<file path="config.mk">
export PLATFORM = sky130hd
export DESIGN_NAME = isf_event_flags
export DESIGN_NICKNAME = d
export VERILOG_FILES = /design/src/isf_pkg.sv /design/src/isf_event_flags.sv
export VERILOG_INCLUDE_DIRS = /design/src
export SDC_FILE = /design/constraint.sdc
export NUM_CORES = 1
export LEC_CHECK = 0
export ABC_AREA = 1
export BUFFER_PORTS_ARGS = -buffer_cell sky130_fd_sc_hd__buf_4
export CAP_MARGIN = 40
export CORE_ASPECT_RATIO = 0.6
export CORE_MARGIN = 2
export CORE_UTILIZATION = 45
export CTS_BUF_LIST = sky130_fd_sc_hd__clkbuf_8
export DETAILED_ROUTE_END_ITERATION = 7
export PLACE_DENSITY = 0.8
export SYNTH_ARGS = -nofsm -noshare
export SYNTH_HDL_FRONTEND = slang
export SYNTH_SLANG_ARGS = --single-unit
</file>
<file path="constraint.sdc">
create_clock -name ref_clk -period 1.92 [get_ports ref_clk]
set_input_delay 0.192 -clock ref_clk [delete_from_list [all_inputs] [get_ports ref_clk]]
set_output_delay 0.192 -clock ref_clk [all_outputs]
set_load 0.01 [all_outputs]
</file>
<file path="src/isf_defs.svh">
`ifndef ISF_DEFS_SVH
`define ISF_DEFS_SVH

// register byte addresses
`define ISF_ADDR_CONTROL_ONE 8'h00
`define ISF_ADDR_DATA 8'h10
`define ISF_ADDR_STATUS_ONE 8'h14
`define ISF_ADDR_STATUS_TWO 8'h18
`define ISF_ADDR_W 8

// control_one fields
`define ISF_C1_ENABLE 0
`define ISF_C1_STRETCH_DIS 1
`define ISF_C1_CHECKSUM 2
`define ISF_C1_TEN_BIT 3

// event_status_one fields
`define ISF_S1_START 0
`define ISF_S1_ADDR 1
`define ISF_S1_BYTE_FIN 2
`define ISF_S1_TEN_HDR 3
`define ISF_S1_STOP 4
`define ISF_S1_RXNE 6
`define ISF_S1_TXE 7

// event_status_two fields
`define ISF_S2_MASTER 0
`define ISF_S2_TRANSMIT 2

// bus answers
`define ISF_RESP_OKAY 2'h0
`define ISF_RESP_SLVERR 2'h2
`define ISF_ZERO_WORD 32'h0000_0000
`define ISF_ZERO_BYTE 8'h00

`endif

</file>
<file path="src/isf_pkg.sv">
package isf_pkg;

   // events from the protocol engine, same clock
   typedef struct packed {
      logic start_gen;
      logic stop_gen;
      logic addr_first_sent;
      logic addr_ack;
      logic addr_second;
      logic slave_match;
      logic ack_rcv;
      logic nack_rcv;
      logic byte_rcvd;
      logic tx_byte_taken;
      logic tx_due;
      logic addr_phase;
      logic master_mode;
      logic transmitter;
      logic [7:0] rx_byte;
   } isf_ev_t;

   typedef struct packed {
      logic start_sent_flag;
      logic address_done_flag;
      logic byte_finished_flag;
      logic ten_bit_header_sent_flag;
      logic stop_seen_flag;
      logic receive_not_empty_flag;
      logic transmit_empty_flag;
   } isf_flags_t;

   typedef struct packed {
      logic enable;
      logic stretch_disable;
      logic checksum_send_request;
      logic ten_bit_mode;
   } isf_ctrl_t;

   typedef struct packed {
      isf_flags_t flags;
      isf_ctrl_t ctrl;
      logic [7:0] tx_data;
      logic [7:0] rx_data;
      logic tx_load;
      logic status_armed;
      logic last_ack;
      logic scl_s1;
      logic scl_s2;
      logic scl_s3;
      logic sda_s1;
      logic sda_s2;
      logic sda_s3;
      logic awready;
      logic wready;
      logic aw_held;
      logic w_held;
      logic [7:0] awaddr;
      logic [7:0] wdata;
      logic wstrb0;
      logic bvalid;
      logic [1:0] bresp;
      logic arready;
      logic rvalid;
      logic [31:0] rdata;
      logic [1:0] rresp;
   } isf_state_t;

endpackage : isf_pkg

</file>
<file path="src/isf_event_flags.sv">
`timescale 1ns/1ps
`include "isf_defs.svh"
// How it works
// - as slave, after an acknowledge, a seen stop condition sets stop flag.
// - no stop flag when the previous byte got a NACK.
// - status-one read then control-one write clears stop and ten-bit flags.
// - master ten-bit mode sets header flag after first byte, not on NACK.
// - stretching allowed, receive: new byte while data unread sets byte-finished.
// - stretching allowed, transmit: next byte due, data empty sets byte-finished.
// - no byte-finished after NACK or when next transmit byte is checksum.
// - status-one read then data read or write clears byte-finished.
// - in sending mode a generated start or stop clears byte-finished.
// - while byte-finished is set a data read keeps receive-not-empty set.
// - master sets address flag after 7-bit ack or second ten-bit byte ack.
// - slave sets address flag on address match.
// - status-one read then status-two read clears address flag.
// - master sets start flag once it has generated a start condition.
// - status-one read then data write clears start flag.
// - all five event flags forced low while peripheral enable is low.
// - receiving sets receive-not-empty on unread byte, not in address phase.
// - sending sets transmit-empty when data register empty, not in address phase.
module isf_event_flags
   import isf_pkg::*;
(
   input wire logic ref_clk,
   input wire logic reset,
   // axi4-lite slave
   input wire logic [7:0] s_axi_awaddr,
   input wire logic s_axi_awvalid,
   output logic s_axi_awready,
   input wire logic [31:0] s_axi_wdata,
   input wire logic [3:0] s_axi_wstrb,
   input wire logic s_axi_wvalid,
   output logic s_axi_wready,
   output logic [1:0] s_axi_bresp,
   output logic s_axi_bvalid,
   input wire logic s_axi_bready,
   input wire logic [7:0] s_axi_araddr,
   input wire logic s_axi_arvalid,
   output logic s_axi_arready,
   output logic [31:0] s_axi_rdata,
   output logic [1:0] s_axi_rresp,
   output logic s_axi_rvalid,
   input wire logic s_axi_rready,
   // bus pins, sampled
   input wire logic scl_in,
   input wire logic sda_in,
   // protocol engine side
   input wire isf_ev_t ev,
   output isf_flags_t flags,
   output isf_ctrl_t ctrl,
   output logic [7:0] tx_data,
   output logic tx_load
);

   isf_state_t st_r;
   isf_state_t st_nxt;

   // ----------------------------------------
   // outputs
   // ----------------------------------------
   assign s_axi_awready = st_r.awready;
   assign s_axi_wready = st_r.wready;
   assign s_axi_bresp = st_r.bresp;
   assign s_axi_bvalid = st_r.bvalid;
   assign s_axi_arready = st_r.arready;
   assign s_axi_rdata = st_r.rdata;
   assign s_axi_rresp = st_r.rresp;
   assign s_axi_rvalid = st_r.rvalid;
   assign flags = st_r.flags;
   assign ctrl = st_r.ctrl;
   assign tx_data = st_r.tx_data;
   assign tx_load = st_r.tx_load;

   // ----------------------------------------
   // next state
   // ----------------------------------------
   always_comb begin
      logic wr_go;
      logic rd_go;
      logic wr_c1;
      logic wr_dat;
      logic rd_s1;
      logic rd_s2;
      logic rd_dat;
      logic wr_map;
      logic rd_map;
      logic stop_det;
      logic any_acc;
      logic [31:0] rd_word;
      logic [7:0] wa;
      wr_go = 1'b0;
      rd_go = 1'b0;
      wr_c1 = 1'b0;
      wr_dat = 1'b0;
      rd_s1 = 1'b0;
      rd_s2 = 1'b0;
      rd_dat = 1'b0;
      wr_map = 1'b0;
      rd_map = 1'b1;
      stop_det = 1'b0;
      any_acc = 1'b0;
      rd_word = `ISF_ZERO_WORD;
      wa = st_r.awaddr;
      st_nxt = st_r;
      st_nxt.tx_load = 1'b0;

      // ----------------------------------------
      // pin synchronisers and stop detection
      // ----------------------------------------
      st_nxt.scl_s1 = scl_in;
      st_nxt.scl_s2 = st_r.scl_s1;
      st_nxt.scl_s3 = st_r.scl_s2;
      st_nxt.sda_s1 = sda_in;
      st_nxt.sda_s2 = st_r.sda_s1;
      st_nxt.sda_s3 = st_r.sda_s2;
      // sda rising while scl high
      stop_det = st_r.scl_s2 & st_r.scl_s3 & st_r.sda_s2 & ~st_r.sda_s3;

      // ----------------------------------------
      // axi write channel
      // ----------------------------------------
      if (s_axi_awvalid && st_r.awready) begin
         st_nxt.aw_held = 1'b1;
         st_nxt.awaddr = s_axi_awaddr;
      end
      if (s_axi_wvalid && st_r.wready) begin
         st_nxt.w_held = 1'b1;
         st_nxt.wdata = s_axi_wdata[7:0];
         st_nxt.wstrb0 = s_axi_wstrb[0];
      end
      if (st_r.bvalid && s_axi_bready) begin
         st_nxt.bvalid = 1'b0;
      end
      if (st_r.aw_held && st_r.w_held && !st_r.bvalid) begin
         wr_go = 1'b1;
         st_nxt.aw_held = 1'b0;
         st_nxt.w_held = 1'b0;
         st_nxt.bvalid = 1'b1;
      end
      if (wr_go) begin
         if (wa == `ISF_ADDR_CONTROL_ONE) begin
            wr_map = 1'b1;
            wr_c1 = 1'b1;
         end else if (wa == `ISF_ADDR_DATA) begin
            wr_map = 1'b1;
            wr_dat = st_r.wstrb0;
         end else if (wa == `ISF_ADDR_STATUS_ONE || wa == `ISF_ADDR_STATUS_TWO) begin
            wr_map = 1'b1;
         end
         st_nxt.bresp = wr_map ? `ISF_RESP_OKAY : `ISF_RESP_SLVERR;
      end
      if (wr_c1 && st_r.wstrb0) begin
         st_nxt.ctrl.enable = st_r.wdata[`ISF_C1_ENABLE];
         st_nxt.ctrl.stretch_disable = st_r.wdata[`ISF_C1_STRETCH_DIS];
         st_nxt.ctrl.checksum_send_request = st_r.wdata[`ISF_C1_CHECKSUM];
         st_nxt.ctrl.ten_bit_mode = st_r.wdata[`ISF_C1_TEN_BIT];
      end
      if (wr_dat) begin
         st_nxt.tx_data = st_r.wdata;
         st_nxt.tx_load = 1'b1;
      end
      st_nxt.awready = !st_nxt.aw_held && !st_nxt.bvalid;
      st_nxt.wready = !st_nxt.w_held && !st_nxt.bvalid;

      // ----------------------------------------
      // axi read channel
      // ----------------------------------------
      if (st_r.rvalid && s_axi_rready) begin
         st_nxt.rvalid = 1'b0;
      end
      if (s_axi_arvalid && st_r.arready) begin
         rd_go = 1'b1;
         st_nxt.rvalid = 1'b1;
         if (s_axi_araddr == `ISF_ADDR_CONTROL_ONE) begin
            rd_word[`ISF_C1_ENABLE] = st_r.ctrl.enable;
            rd_word[`ISF_C1_STRETCH_DIS] = st_r.ctrl.stretch_disable;
            rd_word[`ISF_C1_CHECKSUM] = st_r.ctrl.checksum_send_request;
            rd_word[`ISF_C1_TEN_BIT] = st_r.ctrl.ten_bit_mode;
         end else if (s_axi_araddr == `ISF_ADDR_DATA) begin
            rd_word[7:0] = st_r.rx_data;
            rd_dat = 1'b1;
         end else if (s_axi_araddr == `ISF_ADDR_STATUS_ONE) begin
            rd_word[`ISF_S1_START] = st_r.flags.start_sent_flag;
            rd_word[`ISF_S1_ADDR] = st_r.flags.address_done_flag;
            rd_word[`ISF_S1_BYTE_FIN] = st_r.flags.byte_finished_flag;
            rd_word[`ISF_S1_TEN_HDR] = st_r.flags.ten_bit_header_sent_flag;
            rd_word[`ISF_S1_STOP] = st_r.flags.stop_seen_flag;
            rd_word[`ISF_S1_RXNE] = st_r.flags.receive_not_empty_flag;
            rd_word[`ISF_S1_TXE] = st_r.flags.transmit_empty_flag;
            rd_s1 = 1'b1;
         end else if (s_axi_araddr == `ISF_ADDR_STATUS_TWO) begin
            rd_word[`ISF_S2_MASTER] = ev.master_mode;
            rd_word[`ISF_S2_TRANSMIT] = ev.transmitter;
            rd_s2 = 1'b1;
         end else begin
            rd_map = 1'b0;
         end
         st_nxt.rdata = rd_word;
         st_nxt.rresp = rd_map ? `ISF_RESP_OKAY : `ISF_RESP_SLVERR;
      end
      st_nxt.arready = !st_nxt.rvalid;

      // ----------------------------------------
      // clear sequences
      // ----------------------------------------
      // a status-one read arms, the next other access consumes
      any_acc = wr_go | (rd_go & !rd_s1);
      if (rd_s1) begin
         st_nxt.status_armed = 1'b1;
      end else if (any_acc) begin
         st_nxt.status_armed = 1'b0;
      end
      if (st_r.status_armed) begin
         if (wr_c1) begin
            st_nxt.flags.stop_seen_flag = 1'b0;
            st_nxt.flags.ten_bit_header_sent_flag = 1'b0;
         end
         if (wr_dat || rd_dat) begin
            st_nxt.flags.byte_finished_flag = 1'b0;
         end
         if (rd_s2) begin
            st_nxt.flags.address_done_flag = 1'b0;
         end
         if (wr_dat) begin
            st_nxt.flags.start_sent_flag = 1'b0;
         end
      end
      // start or stop clears while sending
      if (ev.transmitter && (ev.start_gen || ev.stop_gen)) begin
         st_nxt.flags.byte_finished_flag = 1'b0;
      end
      if (rd_dat && !st_r.flags.byte_finished_flag) begin
         st_nxt.flags.receive_not_empty_flag = 1'b0;
      end
      // written data fills register unless a byte is still pending
      if (wr_dat && !st_r.flags.byte_finished_flag) begin
         st_nxt.flags.transmit_empty_flag = 1'b0;
      end
      if (ev.start_gen || ev.stop_gen) begin
         st_nxt.flags.transmit_empty_flag = 1'b0;
      end

      // ----------------------------------------
      // event sets, set wins over clear
      // ----------------------------------------
      if (ev.ack_rcv) begin
         st_nxt.last_ack = 1'b1;
      end else if (ev.nack_rcv) begin
         st_nxt.last_ack = 1'b0;
      end
      if (ev.master_mode && ev.start_gen) begin
         st_nxt.flags.start_sent_flag = 1'b1;
      end
      if (ev.master_mode && st_r.ctrl.ten_bit_mode && ev.addr_first_sent && !ev.nack_rcv) begin
         st_nxt.flags.ten_bit_header_sent_flag = 1'b1;
      end
      if (ev.master_mode && ev.addr_ack && !ev.nack_rcv &&
          (!st_r.ctrl.ten_bit_mode || ev.addr_second)) begin
         st_nxt.flags.address_done_flag = 1'b1;
      end
      if (!ev.master_mode && ev.slave_match && !ev.nack_rcv) begin
         st_nxt.flags.address_done_flag = 1'b1;
      end
      if (!ev.master_mode && stop_det && st_r.last_ack) begin
         st_nxt.flags.stop_seen_flag = 1'b1;
      end
      if (!ev.transmitter && ev.byte_rcvd && !ev.addr_phase && !ev.nack_rcv) begin
         if (!st_r.flags.receive_not_empty_flag || (rd_dat && !st_r.flags.byte_finished_flag)) begin
            st_nxt.rx_data = ev.rx_byte;
            st_nxt.flags.receive_not_empty_flag = 1'b1;
         end else if (!st_r.ctrl.stretch_disable) begin
            // second byte held, data still unread
            st_nxt.flags.byte_finished_flag = 1'b1;
         end
      end
      // engine took the byte, register now empty
      if (ev.transmitter && ev.tx_byte_taken && !ev.addr_phase && !ev.nack_rcv &&
          !st_r.ctrl.checksum_send_request) begin
         st_nxt.flags.transmit_empty_flag = 1'b1;
      end
      if (!st_r.ctrl.stretch_disable && ev.transmitter && ev.tx_due && !ev.nack_rcv &&
          st_r.flags.transmit_empty_flag && !wr_dat && !st_r.ctrl.checksum_send_request) begin
         st_nxt.flags.byte_finished_flag = 1'b1;
      end

      // ----------------------------------------
      // peripheral disable
      // ----------------------------------------
      // disable forces event flags low
      if (!st_nxt.ctrl.enable) begin
         st_nxt.flags = '0;
         st_nxt.status_armed = 1'b0;
         st_nxt.last_ack = 1'b0;
      end
   end

   // ----------------------------------------
   // state register
   // ----------------------------------------
   always_ff @(posedge ref_clk or posedge reset) begin
      if (reset) begin
         st_r <= '0;
      end else begin
         st_r <= st_nxt;
      end
   end

endmodule : isf_event_flags

</file>
==> impl_results.md <==
* Outcome: finished, final reports clean
* Worst-margin pin slew at 0.608 ns
* Min cycle time layout at 1.53 ns
* Die Y at 71.9 um
* Worst Setup End Kind: flop
* Grt ovf at 0
* F_max at 656 MHz
* Row Count at 24
* H-tree levels at 3
* Clock buffer depth at 2
* Logic pwr share at 23.4%
* Layout area overhead at 22.1%
* VDD IR max at 0.505 mV
* DRT Wirelength at 8.27 mm
* Dpl cells at 567
* Top cell type's share of synthesized area at 50.7%
* RSZ-0062 raised after global routing: false
* First-pass GRT wire length at 13.0 mm
* Setup TNS at 0 ns
* GRT Util Overall at 20.5%
* Slew Limit Headroom at 59.4%
* Cell Pwr Density at 1040 mW/mm^2
* Initial antenna violation count at 0
* Leakage dissipation at 2.24 nW
* Sinks on the clock net at 70
* Gpl congestion at 0.915
* Clock-pin slew on the worst setup and hold paths at 0.08 ns
* Post-route insts no fill at 586
* Worst hold path type: primary input to flop
* Syn Std Cell Area at 0.00345 sq mm
* Total design power at 4.39 mW
* Max-cap violations at 0
* Crit path kind: flop to flop
* Initial core utilization at 46.9%
* Syn_area_per_cell at 8.53 sq um
* Reg2reg setup slack at 0.39 ns
* Worst Skew at 0.00663 ns
* Layout cells sized above 1 at 27.6%
* Top FF cell, synth: dfrtp_1
* Synth warn at 0
* Cts hold-fix bufs at 3
* Post-synthesis register bit count at 70
* Largest net degree at the start of global routing at 31
* Critical R2R Capture: flags[1]$_DFF_PP0_
* Crit share post-route at 79.4%
* Wirelength per Cell at 14.1 um
* Post-route DRC at 0
* Initial DRC count at 171
* Crit path max fanout at 9
* Die Area at 0.00841 sq mm
* CTS tree: done
* Core Area at 0.00736 sq mm
* Critical Path Start: st_r[54]$_DFFE_PP0P_
* Post-CTS setup buffer count at 0
* Reg2Reg Depth at 10
* Crit path launch type: flop
* Vias/cell at 4.77
* Sequential share of the synthesized area at 50.7%
* Vias in the first global route at 2645
* Most area-consuming cells after synthesis: dfrtp_1, buf_4, nand2_1
* Critical Path RT at 2.16 ns
* Endpoints failing hold at 0
* Clock power share at 30.8%
* Root buffer cell: clkbuf_8
* Synth async-reset ratio at 100%
* Final Net Count at 560
* Cell variety after synth at 28
* EDFF count, synth at 0
* Core Util, Final at 57.3%
* CTS-repair resized insts at 0
* Flop pwr share at 45.8%
* Port-buffer cells at 90
* DRT Pass-1 Iters at 4
* Antenna-violating nets left at 0
* Ports at 144
* Clock Latency Late Sink at 0.34 ns
* DP Wirelength at 6.29 mm
* P_int at 2.99 mW
* P_sw at 1.40 mW
* CTS Buf Count at 9
* Syn Inst Count at 405
* R2r startpoint: st_r[54]$_DFFE_PP0P_
* Worst EP arrival at 1.77 ns
* Synth area leader: dfrtp_1
* Antenna cell count at 0
* Total vias in the final route at 2797
* Crit path to: flags[1]$_DFF_PP0_
* Die width at 117 um
* Slew Viols, Final at 0
* Sw Ratio at 31.8%
* Final setup fails at 0
==> power groups by stage <==
stage	logic (mW)	clock network, mW	registers (mW)
floorplan	0.732	0	2.00
global placement	0.985	0	2.02
detailed placement	1.03	0	2.03
CTS	1.03	1.39	2.01
global route	1.17	1.46	2.05
finish	1.03	1.35	2.01
==> worst max-delay path: stages (launching register included) <==
cell and delay (ns):
dfrtp_1 0.39, inv_1 0.07, nand2_1 0.05, nor2_1 0.17, nand2_2 0.11, inv_2 0.08
nand3_4 0.11, o21ai_4 0.29, inv_2 0.06, nand2_1 0.06, inv_1 0.04
==> registers in the layout, indices dropped and copies added, names as in the netlist, 4 cells and up <==
register,count
st_r,31
s_axi_rdata,8
ctrl,4
flags,7
tx_data,8
st_nxt,4
==> routing by layer <==
| layer | vias up | share of wire [%] | GRT usage, % | wire (um) |
|---|---|---|---|---|
| met2 | 104 | 46 | 29.9 | 3770 |
| li1 | 1341 | - | - | - |
| met5 | - | 0 | 0 | 0 |
| met1 | 1348 | 46 | 29.6 | 3790 |
| met4 | 0 | 0.62 | 6.27 | 51 |
| met3 | 4 | 7.9 | 6.18 | 656 |
==> logic make-up after synthesis <==
logic type      share of synthesized area [%]
flops                                    50.7
compound gates                           7.72
buf+inv                                  17.8
simple gates                             23.7
other cells                             0.109
==> cell usage after synthesis (2+ instances only) <==
cell type  count
a21oi_2        3
nand3_4        2
nor2_2         5
nand2_2        4
clkbuf_1       4
a21oi_1        9
nor3_1         5
dfrtp_1       70
nand2_1      106
buf_4         55
o21ai_0       27
nand4_1        4
nor2_1        24
inv_2          4
o211ai_1       3
nand3_1       28
inv_1         41
==> worst min-delay path by stage <==
stage                         start                    to  slack, ns  cells past startpoint
floorplan                    sda_in  st_nxt[61]$_DFF_PP0_       0.22                      0
global placement              reset  st_r[53]$_DFFE_PP0P_       0.28                      2
detailed placement            reset  st_r[53]$_DFFE_PP0P_       0.29                      2
CTS                 s_axi_awaddr[1]  st_r[49]$_DFFE_PP0P_       0.02                      3
global route        s_axi_awaddr[0]  st_r[48]$_DFFE_PP0P_       0.03                      3
finish               s_axi_wdata[7]  st_r[47]$_DFFE_PP0P_       0.04                      3
==> layout by cell type (no fill, tap or decap) <==
| cell type | count |
|---|---|
| o21ai_0 | 27 |
| bufinv_16 | 2 |
| nand3_1 | 28 |
| dlygate4sd3_1 | 3 |
| nor2_2 | 5 |
| a22oi_1 | 1 |
| nand4_1 | 4 |
| inv_2 | 4 |
| a21oi_2 | 3 |
| and3_1 | 1 |
| nand2_2 | 4 |
| nand2_1 | 106 |
| clkbuf_8 | 10 |
| inv_6 | 2 |
| clkinvlp_4 | 3 |
| nor3_1 | 5 |
| nor2_4 | 1 |
| nor2_8 | 1 |
| o211ai_1 | 3 |
| o31ai_1 | 1 |
| buf_12 | 1 |
| conb_1 | 26 |
| a21oi_1 | 9 |
| nand3_4 | 2 |
| nand2_4 | 1 |
| dfrtp_1 | 70 |
| o21ai_4 | 1 |
| o22ai_1 | 1 |
| buf_4 | 93 |
| nor2_1 | 24 |
| inv_1 | 40 |
==> final cells by class <==
type / count / area, sq um
flip-flops and latches: 70 / 1750
repair buffers: 97 / 748
well taps: 104 / 130
multi-input cells: 254 / 1180
clock buffers: 10 / 138
inverters: 45 / 173
clock inverters: 6 / 92.6
fillers: 680 / 3140
==> metrics by stage <==
stage	worst slack [ns]	area, sq um	hold WS [ns]
5_1_grt	0.244	4220	0.0271
2_1_floorplan	0.601	3550	0.223
3_5_place_dp	0.402	3960	0.295
4_1_cts	0.381	4220	0.0230
6_report	0.395	4220	0.0414
3_3_place_gp	0.449	3960	0.278
(Power assumes the default switching activity.)
